### config.mk
export PLATFORM = sky130hd
export DESIGN_NAME = apmc_top
export DESIGN_NICKNAME = d
export VERILOG_FILES = /design/src/design/apmc_pkg.sv /design/src/design/apmc_ctrl_reg.sv /design/src/design/apmc_top.sv
export VERILOG_INCLUDE_DIRS = /design/src /design/src/design
export SDC_FILE = /design/constraint.sdc
export NUM_CORES = 1
export LEC_CHECK = 0
export BUFFER_PORTS_ARGS = -buffer_cell sky130_fd_sc_hd__buf_4
export CORE_UTILIZATION = 58
export DETAILED_ROUTE_END_ITERATION = 6
export PLACE_DENSITY_LB_ADDON = 0.05
export REMOVE_ABC_BUFFERS = 1
export SLEW_MARGIN = 20
export SYNTH_ARGS = -nofsm -noshare
export SYNTH_HDL_FRONTEND = slang
export SYNTH_SLANG_ARGS = --single-unit
export TNS_END_PERCENT = 50
### constraint.sdc
create_clock -name CLK -period 3.35 [get_ports CLK]
set_input_delay 0.335 -clock CLK [delete_from_list [all_inputs] [get_ports CLK]]
set_output_delay 0.335 -clock CLK [all_outputs]
set_load 0.01 [all_outputs]
### src/design/apmc_regs.svh
// Constants and operating summary of the converter power-mode controller
// Overview of operation
// - Power field both bits set selects full shutdown until the field changes.
// - Writing full shutdown powers everything down at the write strobe rising edge.
// - Full shutdown puts track-and-hold in hold for its whole duration.
// - Control register contents are kept unchanged through full shutdown.
// - Full shutdown ends only when a write changes the power field.
// - Writing normal mode during shutdown starts power-up and returns to track.
// - Automatic modes power up at the convert start rising edge and power down when a conversion ends.
// - Field codes: 00 normal, 01 auto shutdown, 10 auto standby.
// - Power-on reset selects normal mode.
// - Write data is captured on the rising edge of the low write strobe.
`ifndef APMC_REGS_SVH
`define APMC_REGS_SVH
`define APMC_CTRL_W        12
`define APMC_PM_LO_POS     4
`define APMC_PM_HI_POS     5
`define APMC_CTRL_RESET    12'h000
`define APMC_CLK_HZ        10000000
`define APMC_SHDN_UP_NS    10000000
`define APMC_STBY_UP_NS    600
`define APMC_CONV_CYC      16'h000F
`define APMC_CYC(ns)       ((((ns) * 64'd10) + 64'd999) / 64'd1000)
`define APMC_STBY_CYC      16'(`APMC_CYC(`APMC_STBY_UP_NS))
`define APMC_SHDN_CYC      `APMC_CYC(`APMC_SHDN_UP_NS)
`endif

### src/design/apmc_pkg.sv
// Types of the converter power-mode controller
package apmc_pkg;
    typedef enum logic [1:0] {
        APMC_NORMAL    = 2'h0,
        APMC_AUTO_SHDN = 2'h1,
        APMC_AUTO_STBY = 2'h2,
        APMC_FULL_SHDN = 2'h3
    } apmc_mode_type;

    typedef struct packed {
        logic powered;
        logic ref_on;
        logic track;
        logic ready;
        logic invalid;
    } apmc_stat_type;
endpackage : apmc_pkg

### src/design/apmc_ctrl_reg.sv
// Control register captured on the write strobe rising edge
`timescale 1ns/1ns
`include "apmc_regs.svh"
module apmc_ctrl_reg
    import apmc_pkg::*;
(
    // Clock and reset
    input  wire logic                   clk,
    input  wire logic                   rst_n,
    // Host write side
    input  wire logic                   wr_rise,
    input  wire logic [`APMC_CTRL_W-1:0] wr_data,
    // Stored value
    output logic      [`APMC_CTRL_W-1:0] ctrl_r
);
    // Only a write strobe changes the word, so shutdown keeps it
    always_ff @(posedge clk or negedge rst_n) begin
        if (!rst_n) begin
            ctrl_r <= `APMC_CTRL_RESET;
        end else if (wr_rise) begin
            ctrl_r <= wr_data;
        end
    end
endmodule : apmc_ctrl_reg

### src/design/apmc_top.sv
// Power-mode sequencing of the converter: shutdown, standby, power-up waits
`timescale 1ns/1ns
`include "apmc_regs.svh"
module apmc_top
    import apmc_pkg::*;
#(
    parameter logic [31:0] SHDN_UP_CYC = 32'(`APMC_SHDN_CYC)
)(
    // Clock and reset
    input  wire logic                    CLK,
    input  wire logic                    RST_N,
    // Host parallel bus
    input  wire logic                    CS_N,
    input  wire logic                    WR_N,
    input  wire logic [`APMC_CTRL_W-1:0] DATA_IN,
    input  wire logic                    CONVERT_START_N,
    // Power and status
    output logic                         POWERED,
    output logic                         REF_ON,
    output logic                         TRACK,
    output logic                         READY,
    output logic                         CONV_INVALID,
    output logic                         BUSY,
    output logic [`APMC_CTRL_W-1:0]      CTRL_OUT
);
    ////////////////////////////////////////////////////////////////
    logic                    wr_act_r;
    logic                    cv_r;
    logic [`APMC_CTRL_W-1:0] ctrl_r;
    logic [31:0]             up_cnt_r;
    logic [15:0]             conv_cnt_r;
    logic                    pwr_r;
    logic                    ref_r;
    logic                    trk_r;
    logic                    bad_r;
    apmc_stat_type           st_r;

    wire wr_act   = !CS_N && !WR_N;
    wire wr_rise  = wr_act_r && !wr_act;
    wire cv_fall  = cv_r && !CONVERT_START_N;
    wire cv_rise  = !cv_r && CONVERT_START_N;
    wire [1:0] pm = ctrl_r[`APMC_PM_HI_POS:`APMC_PM_LO_POS];
    wire [1:0] pm_new = DATA_IN[`APMC_PM_HI_POS:`APMC_PM_LO_POS];
    wire full_shdn = (pm == APMC_FULL_SHDN);
    wire wr_shdn   = wr_rise && (pm_new == APMC_FULL_SHDN);
    wire wr_wake   = wr_rise && (pm_new != APMC_FULL_SHDN) && full_shdn;
    wire conv_busy = (conv_cnt_r != 16'h0000);
    wire conv_done = (conv_cnt_r == 16'h0001);
    wire auto_mode = (pm == APMC_AUTO_SHDN) || (pm == APMC_AUTO_STBY);
    wire up_done   = (up_cnt_r == 32'h0);
    wire auto_wake = cv_rise && auto_mode && !pwr_r;
    wire [31:0] wake_cyc = (pm == APMC_AUTO_STBY) ? 32'(`APMC_STBY_CYC) : SHDN_UP_CYC;

    apmc_ctrl_reg u_ctrl (
        .clk     (CLK),
        .rst_n   (RST_N),
        .wr_rise (wr_rise),
        .wr_data (DATA_IN),
        .ctrl_r  (ctrl_r)
    );

    ////////////////////////////////////////////////////////////////
    always_ff @(posedge CLK or negedge RST_N) begin
        if (!RST_N) begin
            wr_act_r <= 1'b0;
            cv_r     <= 1'b1;
        end else begin
            wr_act_r <= wr_act;
            cv_r     <= CONVERT_START_N;
        end
    end

    always_ff @(posedge CLK or negedge RST_N) begin
        if (!RST_N) begin
            conv_cnt_r <= 16'h0000;
        end else if (cv_fall && pwr_r) begin
            conv_cnt_r <= `APMC_CONV_CYC;
        end else if (conv_busy) begin
            conv_cnt_r <= conv_cnt_r - 16'h0001;
        end
    end

    // Power, reference and track state
    always_ff @(posedge CLK or negedge RST_N) begin
        if (!RST_N) begin
            pwr_r    <= 1'b1;
            ref_r    <= 1'b1;
            trk_r    <= 1'b0;
            up_cnt_r <= 32'h0;
        end else if (wr_shdn) begin
            pwr_r    <= 1'b0;
            ref_r    <= 1'b0;
            trk_r    <= 1'b0;
            up_cnt_r <= 32'h0;
        end else if (wr_wake) begin
            pwr_r    <= 1'b1;
            ref_r    <= 1'b1;
            trk_r    <= 1'b1;
            up_cnt_r <= SHDN_UP_CYC;
        end else if (conv_done && auto_mode) begin
            pwr_r    <= 1'b0;
            ref_r    <= (pm == APMC_AUTO_STBY);
            trk_r    <= 1'b0;
        end else if (auto_wake) begin
            pwr_r    <= 1'b1;
            ref_r    <= 1'b1;
            trk_r    <= 1'b1;
            up_cnt_r <= wake_cyc;
        end else begin
            if (cv_rise && pwr_r && !full_shdn) begin
                trk_r <= 1'b1;
            end
            if (!up_done) begin
                up_cnt_r <= up_cnt_r - 32'h1;
            end
        end
    end

    // Early conversion start marks result invalid
    always_ff @(posedge CLK or negedge RST_N) begin
        if (!RST_N) begin
            bad_r <= 1'b0;
        end else if (cv_fall) begin
            bad_r <= !pwr_r || !up_done;
        end
    end

    always_ff @(posedge CLK or negedge RST_N) begin
        if (!RST_N) begin
            st_r <= '0;
        end else begin
            st_r <= '{powered: pwr_r, ref_on: ref_r, track: trk_r,
                      ready: pwr_r && up_done, invalid: bad_r};
        end
    end

    always_ff @(posedge CLK or negedge RST_N) begin
        if (!RST_N) begin
            POWERED      <= 1'b0;
            REF_ON       <= 1'b0;
            TRACK        <= 1'b0;
            READY        <= 1'b0;
            CONV_INVALID <= 1'b0;
            BUSY         <= 1'b0;
            CTRL_OUT     <= `APMC_CTRL_RESET;
        end else begin
            POWERED      <= st_r.powered;
            REF_ON       <= st_r.ref_on;
            TRACK        <= st_r.track;
            READY        <= st_r.ready;
            CONV_INVALID <= st_r.invalid;
            BUSY         <= conv_busy;
            CTRL_OUT     <= ctrl_r;
        end
    end
endmodule : apmc_top

==> results.sh, run 1 <==
export IMPL_fin_crit_sh_pct=86.6
export IMPL_postRouteAntennaNets=0
export IMPL_cts_setup_buffers=0
export IMPL_grt_pass1_vias=3054
export IMPL_ys_flop_type="dfrtp_1"
export IMPL_netlist_instances=414
export IMPL_grt_max_degree=90
export IMPL_rows=30
export IMPL_ios=35
export IMPL_status="finished clean"
export IMPL_ys_ff_latch=89
export IMPL_num_antenna_cells=0
export IMPL_wl_per_cell_um=14.8
export IMPL_grt_first_pass_wirelength_um=14000
export IMPL_drtIter0Drc=262
export IMPL_syn_to_final_growth_pct=14.9
export IMPL_grt_overflow=0
export IMPL_rsz0062_at_grt="false"
export IMPL_setup_viol_count_final=0
export IMPL_chipHeight_um=86.0
export IMPL_final_cell_mix="86 x dfrtp_1, 60 x nor2_1, 58 x nand2_1"
export IMPL_finalClockSkew_ns=0.0122
export IMPL_crit_fanout=11
export IMPL_cap_violations=0
export IMPL_synthArstFlopShare_pct=100
export IMPL_period_needed_ns=2.90
export IMPL_multi_input_area_um2=1780
export IMPL_finalWirelength_um=8240
export IMPL_viasPerCell=5.64
export IMPL_place_area_um2=4480
export IMPL_power_share_combinational_pct=33.8
export IMPL_clkLatencyLatePin_ns=0.36
export IMPL_clk_pin_slew_ns=0.09
export IMPL_ir_worst_vdd_v=0.000377
export IMPL_p_clk_share_pct=21.9
export IMPL_tightestPinTransition_ns=0.774
export IMPL_regArea_um2=2230
export IMPL_whs_ns=0.0149
export IMPL_fin_tns_setup_ns=0
export IMPL_place_gp_congestion=0.849
export IMPL_drive_above_1_share_pct=16.2
export IMPL_critPathKind="reg -> reg"
export IMPL_numCtsBuffers=9
export IMPL_start_kind="flip-flop"
export IMPL_pwr_share_seq_pct=44.3
export IMPL_port_buffer_count=34
export IMPL_fmax_mhz=345
export IMPL_cts_hold_buf=0
export IMPL_die_area_um2=7390
export IMPL_instances_no_fill=558
export IMPL_placed_cells=542
export IMPL_cp_required_ns=3.64
export IMPL_cts_root_buf="clkbuf_8"
export IMPL_p_leak_uw=0.00214
export IMPL_hold_viol_final=0
export IMPL_hold_path_class="in -> async"
export IMPL_fillers=538
export IMPL_htreeDepth=3
export IMPL_ys_warnings_count=0
export IMPL_antenna_found_initial=0
export IMPL_firstDrtPassIters=4
export IMPL_drcViolationCount=0
export IMPL_dp_hpwl_um=5650
export IMPL_die_x_um=86.0
export IMPL_slew_headroom_pct=48.4
export IMPL_design_core_area_um2=6790
export IMPL_cts_resized_gates=0
export IMPL_critPathCaptureType="flip-flop"
export IMPL_layout_commonest_cell="dfrtp_1"
export IMPL_routed_via_count=3147
export IMPL_syn_area_um2=4090
export IMPL_clockBufferDepth=2
export IMPL_synthDistinctLibCells=52
export IMPL_p_sw_share_pct=37.6
export IMPL_cts_sinks=89
export IMPL_seq_area_frac_synth_pct=54.6
export IMPL_synth_edf_count=0
export IMPL_final_nets=479
export IMPL_worstPathArrival_ns=3.19
export IMPL_start_util_pct=60.2
export IMPL_grt_usage_pct=24.5
export IMPL_p_per_area_nw_per_um2=768
export IMPL_power_switching_uw=1360
export IMPL_slew_violations=0
export IMPL_cts_tree="yes"
export IMPL_p_int_uw=2250
export IMPL_final_area_um2=4700
export IMPL_avgSynthCellArea_um2=9.88
-- synthesized netlist by cell type, drive strengths merged (2+ instances only) --
cell,n,area (um^2)
dfrtp,86,2150
nor2,60,225
nand2,58,218
o21ai,24,120
nor3,18,101
a21oi,16,80.1
xnor2,16,140
nor4,15,115
nand3,14,70.1
or3,11,73.8
xor2,11,96.3
or4,9,71.3
a31oi,7,43.8
clkbuf,7,26.3
nand4,6,37.5
ha,5,62.6
inv,5,18.8
and2,4,25.0
buf,4,28.8
dfstp,3,78.8
nor3b,3,22.5
o21a,3,22.5
or4b,3,33.8
a211oi,2,15.0
nand4b,2,17.5
nor4b,2,17.5
o211ai,2,28.8
o21ba,2,20.0
o31a,2,17.5
or2,2,12.5
-- power groups by stage --
| stage | combinational (uW) | clock, uW | sequential [uW] |
|---|---|---|---|
| finish | 1220 | 792 | 1600 |
| global route | 1380 | 851 | 1640 |
| CTS | 1220 | 808 | 1600 |
| detailed placement | 1210 | 0 | 1620 |
| global placement | 1190 | 0 | 1600 |
| floorplan | 863 | 0 | 1580 |
-- through the flow --
stage	setup WS [ns]	total power [uW]	utilization (%)
final	0.449	3610	69.2
after global routing	0.247	3870	69.2
after CTS	0.457	3620	69.1
after detailed placement	0.502	2830	65.9
after global placement	0.599	2790	65.9
after floorplan	0.324	2440	-
-- kinds of logic (layout without fill, tap and decap cells) --
group / after synthesis / count (layout) / share of synthesized area (%)
simple gates: 212 / 212 / 26.4
buf+inv: 16 / 64 / 1.81
fa+ha+maj: 5 / 5 / 1.53
flops: 89 / 89 / 54.6
xor+xnor: 27 / 27 / 5.78
compound gates: 65 / 65 / 9.88
-- worst paths after layout --
check	cells past startpoint	start	slack, ns	endpoint
min in group CLK	1	CONVERT_START_N	0.10	cv_r$_DFF_PN1_
hold / removal	1	RST_N	0.01	CTRL_OUT[10]$_DFF_PN0_
setup / recovery	9	u_ctrl.ctrl_r[4]$_DFFE_PN0P_	0.45	up_cnt_r[19]$_DFFE_PN0P_
hold reg to reg	0	st_r[3]$_DFF_PN0_	0.35	REF_ON$_DFF_PN0_
setup reg to reg	9	u_ctrl.ctrl_r[4]$_DFFE_PN0P_	0.45	up_cnt_r[19]$_DFFE_PN0P_
max in group asynchronous	1	RST_N	2.80	up_cnt_r[24]$_DFFE_PN0P_
-- sequential cells by signal (all words and copies together), names as in the netlist --
register       count
BUSY               1
pwr_r              1
up_cnt_r          32
REF_ON             1
CONV_INVALID       1
READY              1
st_r               5
TRACK              1
POWERED            1
trk_r              1
wr_act_r           1
u_ctrl.ctrl_r     12
ref_r              1
bad_r              1
cv_r               1
CTRL_OUT          12
conv_cnt_r        16
-- per-layer routing --
layer  share of wire [%]  routed length, um  track usage, %
met4                 1.3                106            8.79
met5                   0                  0               0
met2                  46               3830            38.5
met3                 5.1                424            5.10
met1                  47               3880            34.0
-- layout make-up --
type                       count  area share, %
sequential                    89           47.5
timing repair buffer          43           6.95
multi-input combinational    309           38.0
clock buffer                  11           3.22
inverter                       5          0.399
clock inverter                 5           1.44
tap                           96           2.56
-- critical path, stage by stage, from the launching register on --
cell,delay (ns)
dfrtp_1,0.38
inv_1,0.06
ha_1,0.35
or4b_2,0.79
o21ai_0,0.25
or2_2,0.24
o22ai_1,0.08
buf_4,0.19
or3_1,0.34
a21oi_1,0.15
Power figures use the tool's default switching activity.
==> inputs of run 2 (changes only) <==
- PLACE_DENSITY_LB_ADDON: 0.05 -> 0.3
==> run 2 against run 1 <==
  * Clock skew barely moved
  * Count of clock-buffer cells in the layout fell by 1
  * Core utilization fell by 0.28 points
  * Global-route usage rose by 1.2 points
  * Largest cell class unchanged
  * Largest power group unchanged
==> results.sh, run 2 (synthesis results as in run 1) <==
export IMPL_die_x_um=86.0
export IMPL_layout_setup_ws_ns=0.373
export IMPL_max_stage_delay_ns=0.79
export IMPL_p_clk_share_pct=20.8
export IMPL_top_register="up_cnt_r"
export IMPL_finalClockSkew_ns=0.0118
export IMPL_slew_violations=0
export IMPL_wl_per_cell_um=15.5
export IMPL_fin_tns_setup_ns=0
export IMPL_drive_above_1_share_pct=16.0
export IMPL_cts_hold_buf=0
export IMPL_cts_sinks=89
export IMPL_final_nets=479
export IMPL_hold_viol_final=0
export IMPL_p_leak_uw=0.00213
export IMPL_layout_commonest_cell="dfrtp_1"
export IMPL_p_int_uw=2230
export IMPL_htreeDepth=3
export IMPL_power_switching_uw=1390
export IMPL_tightestPinTransition_ns=0.777
export IMPL_start_kind="flip-flop"
export IMPL_power_share_combinational_pct=34.9
export IMPL_largest_reg_flops=32
export IMPL_ir_worst_vdd_v=0.000363
export IMPL_cts_root_buf="clkbuf_8"
export IMPL_critPathSlowestCell="or4b_2"
export IMPL_clkLatencyLatePin_ns=0.35
export IMPL_fmax_mhz=336
export IMPL_finalWirelength_um=8670
export IMPL_antenna_found_initial=0
export IMPL_grt_overflow=0
export IMPL_clockBufferDepth=2
export IMPL_start_util_pct=60.2
export IMPL_syn_to_final_growth_pct=14.5
export IMPL_die_area_um2=7390
export IMPL_critPathKind="reg -> reg"
export IMPL_crit_fanout=11
export IMPL_period_needed_ns=2.98
export IMPL_status="finished clean"
export IMPL_cap_violations=0
export IMPL_setup_viol_count_final=0
export IMPL_grt_usage_pct=25.7
export IMPL_slew_headroom_pct=48.2
export IMPL_design_core_area_um2=6790
export IMPL_hold_path_class="in -> async"
export IMPL_cts_setup_buffers=0
export IMPL_p_per_area_nw_per_um2=774
export IMPL_viasPerCell=5.86
export IMPL_rows=30
export IMPL_grt_pass1_vias=3239
export IMPL_drtIter0Drc=232
export IMPL_critPathCaptureType="flip-flop"
export IMPL_place_gp_congestion=0.901
export IMPL_fillers=503
export IMPL_num_antenna_cells=0
export IMPL_grt_max_degree=90
export IMPL_p_sw_share_pct=38.4
export IMPL_rsz0062_at_grt="false"
export IMPL_path_cells="inv_1 > ha_1 > or4b_2 > o21ai_0 > or2_2 > o22ai_1 > buf_4 > or3_1 > a21oi_1"
export IMPL_worstPathArrival_ns=3.25
export IMPL_dp_hpwl_um=5980
export IMPL_cts_tree="yes"
export IMPL_r2r_cells=9
export IMPL_largestRegisters="up_cnt_r (32), conv_cnt_r (16)"
export IMPL_postRouteAntennaNets=0
export IMPL_post_place_ws_ns=0.411
export IMPL_drcViolationCount=0
export IMPL_firstDrtPassIters=4
export IMPL_chipHeight_um=86.0
export IMPL_routed_via_count=3271
export IMPL_cts_resized_gates=0
export IMPL_cp_required_ns=3.63
export IMPL_pwr_share_seq_pct=44.3
export IMPL_grt_first_pass_wirelength_um=15000
export IMPL_numCtsBuffers=9
export IMPL_clk_pin_slew_ns=0.10
export IMPL_final_cell_mix="86 x dfrtp_1, 60 x nor2_1, 58 x nand2_1"
export IMPL_fin_crit_sh_pct=88.9
export IMPL_ios=35
export IMPL_port_buffer_count=34
==> run 2: changes by cell type in the layout (fill, tap and decap cells not counted), sizes merged <==
cell	delta
inv	+1
clkbuf	-1
==> run 2: layout make-up <==
class / count / area, um^2 / area share (%)
Inverter: 5 / 18.8 / 0.401
Multi-Input combinational cell: 309 / 1780 / 38.1
Tap cell: 96 / 120 / 2.57
Timing Repair Buffer: 43 / 327 / 6.98
Clock inverter: 6 / 72.6 / 1.55
Sequential cell: 89 / 2230 / 47.7
Clock buffer: 10 / 128 / 2.73
==> run 2: stage by stage <==
stage / total power, uW / hold slack, ns / instances / util, % / area, um^2
2_1_floorplan: 2440 / 0.0394 / 403 / - / 4030
3_3_place_gp: 2810 / 0.332 / 542 / 65.9 / 4480
3_5_place_dp: 2860 / 0.337 / 542 / 65.9 / 4480
4_1_cts: 3620 / 0.102 / 558 / 68.8 / 4680
5_1_grt: 3860 / 0.0799 / 558 / 68.9 / 4680
6_report: 3620 / 0.0211 / 558 / 68.9 / 4680
==> run 2: power groups by stage <==
stage / Combinational (uW) / Clock (uW) / Sequential, uW
floorplan: 863 / 0 / 1580
global placement: 1200 / 0 / 1600
detailed placement: 1240 / 0 / 1620
CTS: 1260 / 765 / 1600
global route: 1410 / 808 / 1640
finish: 1260 / 754 / 1610
==> run 2: per-layer routing <==
metal | track usage, % | vias up | share of wire (%)
met5 | 0 | - | 0
met4 | 12.4 | 0 | 2.1
li1 | - | 1553 | -
met3 | 3.66 | 19 | 5.1
met2 | 40.7 | 114 | 48
met1 | 35.1 | 1585 | 45
==> run 2: worst paths after layout <==
check / endpoint / start / slack, ns
setup / recovery: up_cnt_r[19]$_DFFE_PN0P_ / u_ctrl.ctrl_r[4]$_DFFE_PN0P_ / 0.37
hold / removal: u_ctrl.ctrl_r[11]$_DFFE_PN0P_ / RST_N / 0.02
setup reg to reg: up_cnt_r[19]$_DFFE_PN0P_ / u_ctrl.ctrl_r[4]$_DFFE_PN0P_ / 0.37
hold reg to reg: CONV_INVALID$_DFF_PN0_ / st_r[0]$_DFF_PN0_ / 0.35
max in group asynchronous: up_cnt_r[18]$_DFFE_PN0P_ / RST_N / 2.78
min in group CLK: cv_r$_DFF_PN1_ / CONVERT_START_N / 0.11
==> run 2: critical path, delay by kind of cell (launching register included) <==
kind,cells,cell delay [ns]
adders and majority gates,1,0.34
DFF,1,0.38
and+or+nand+nor,3,1.40
buffers and inverters,2,0.25
AOI/OAI and AO/OA,3,0.52
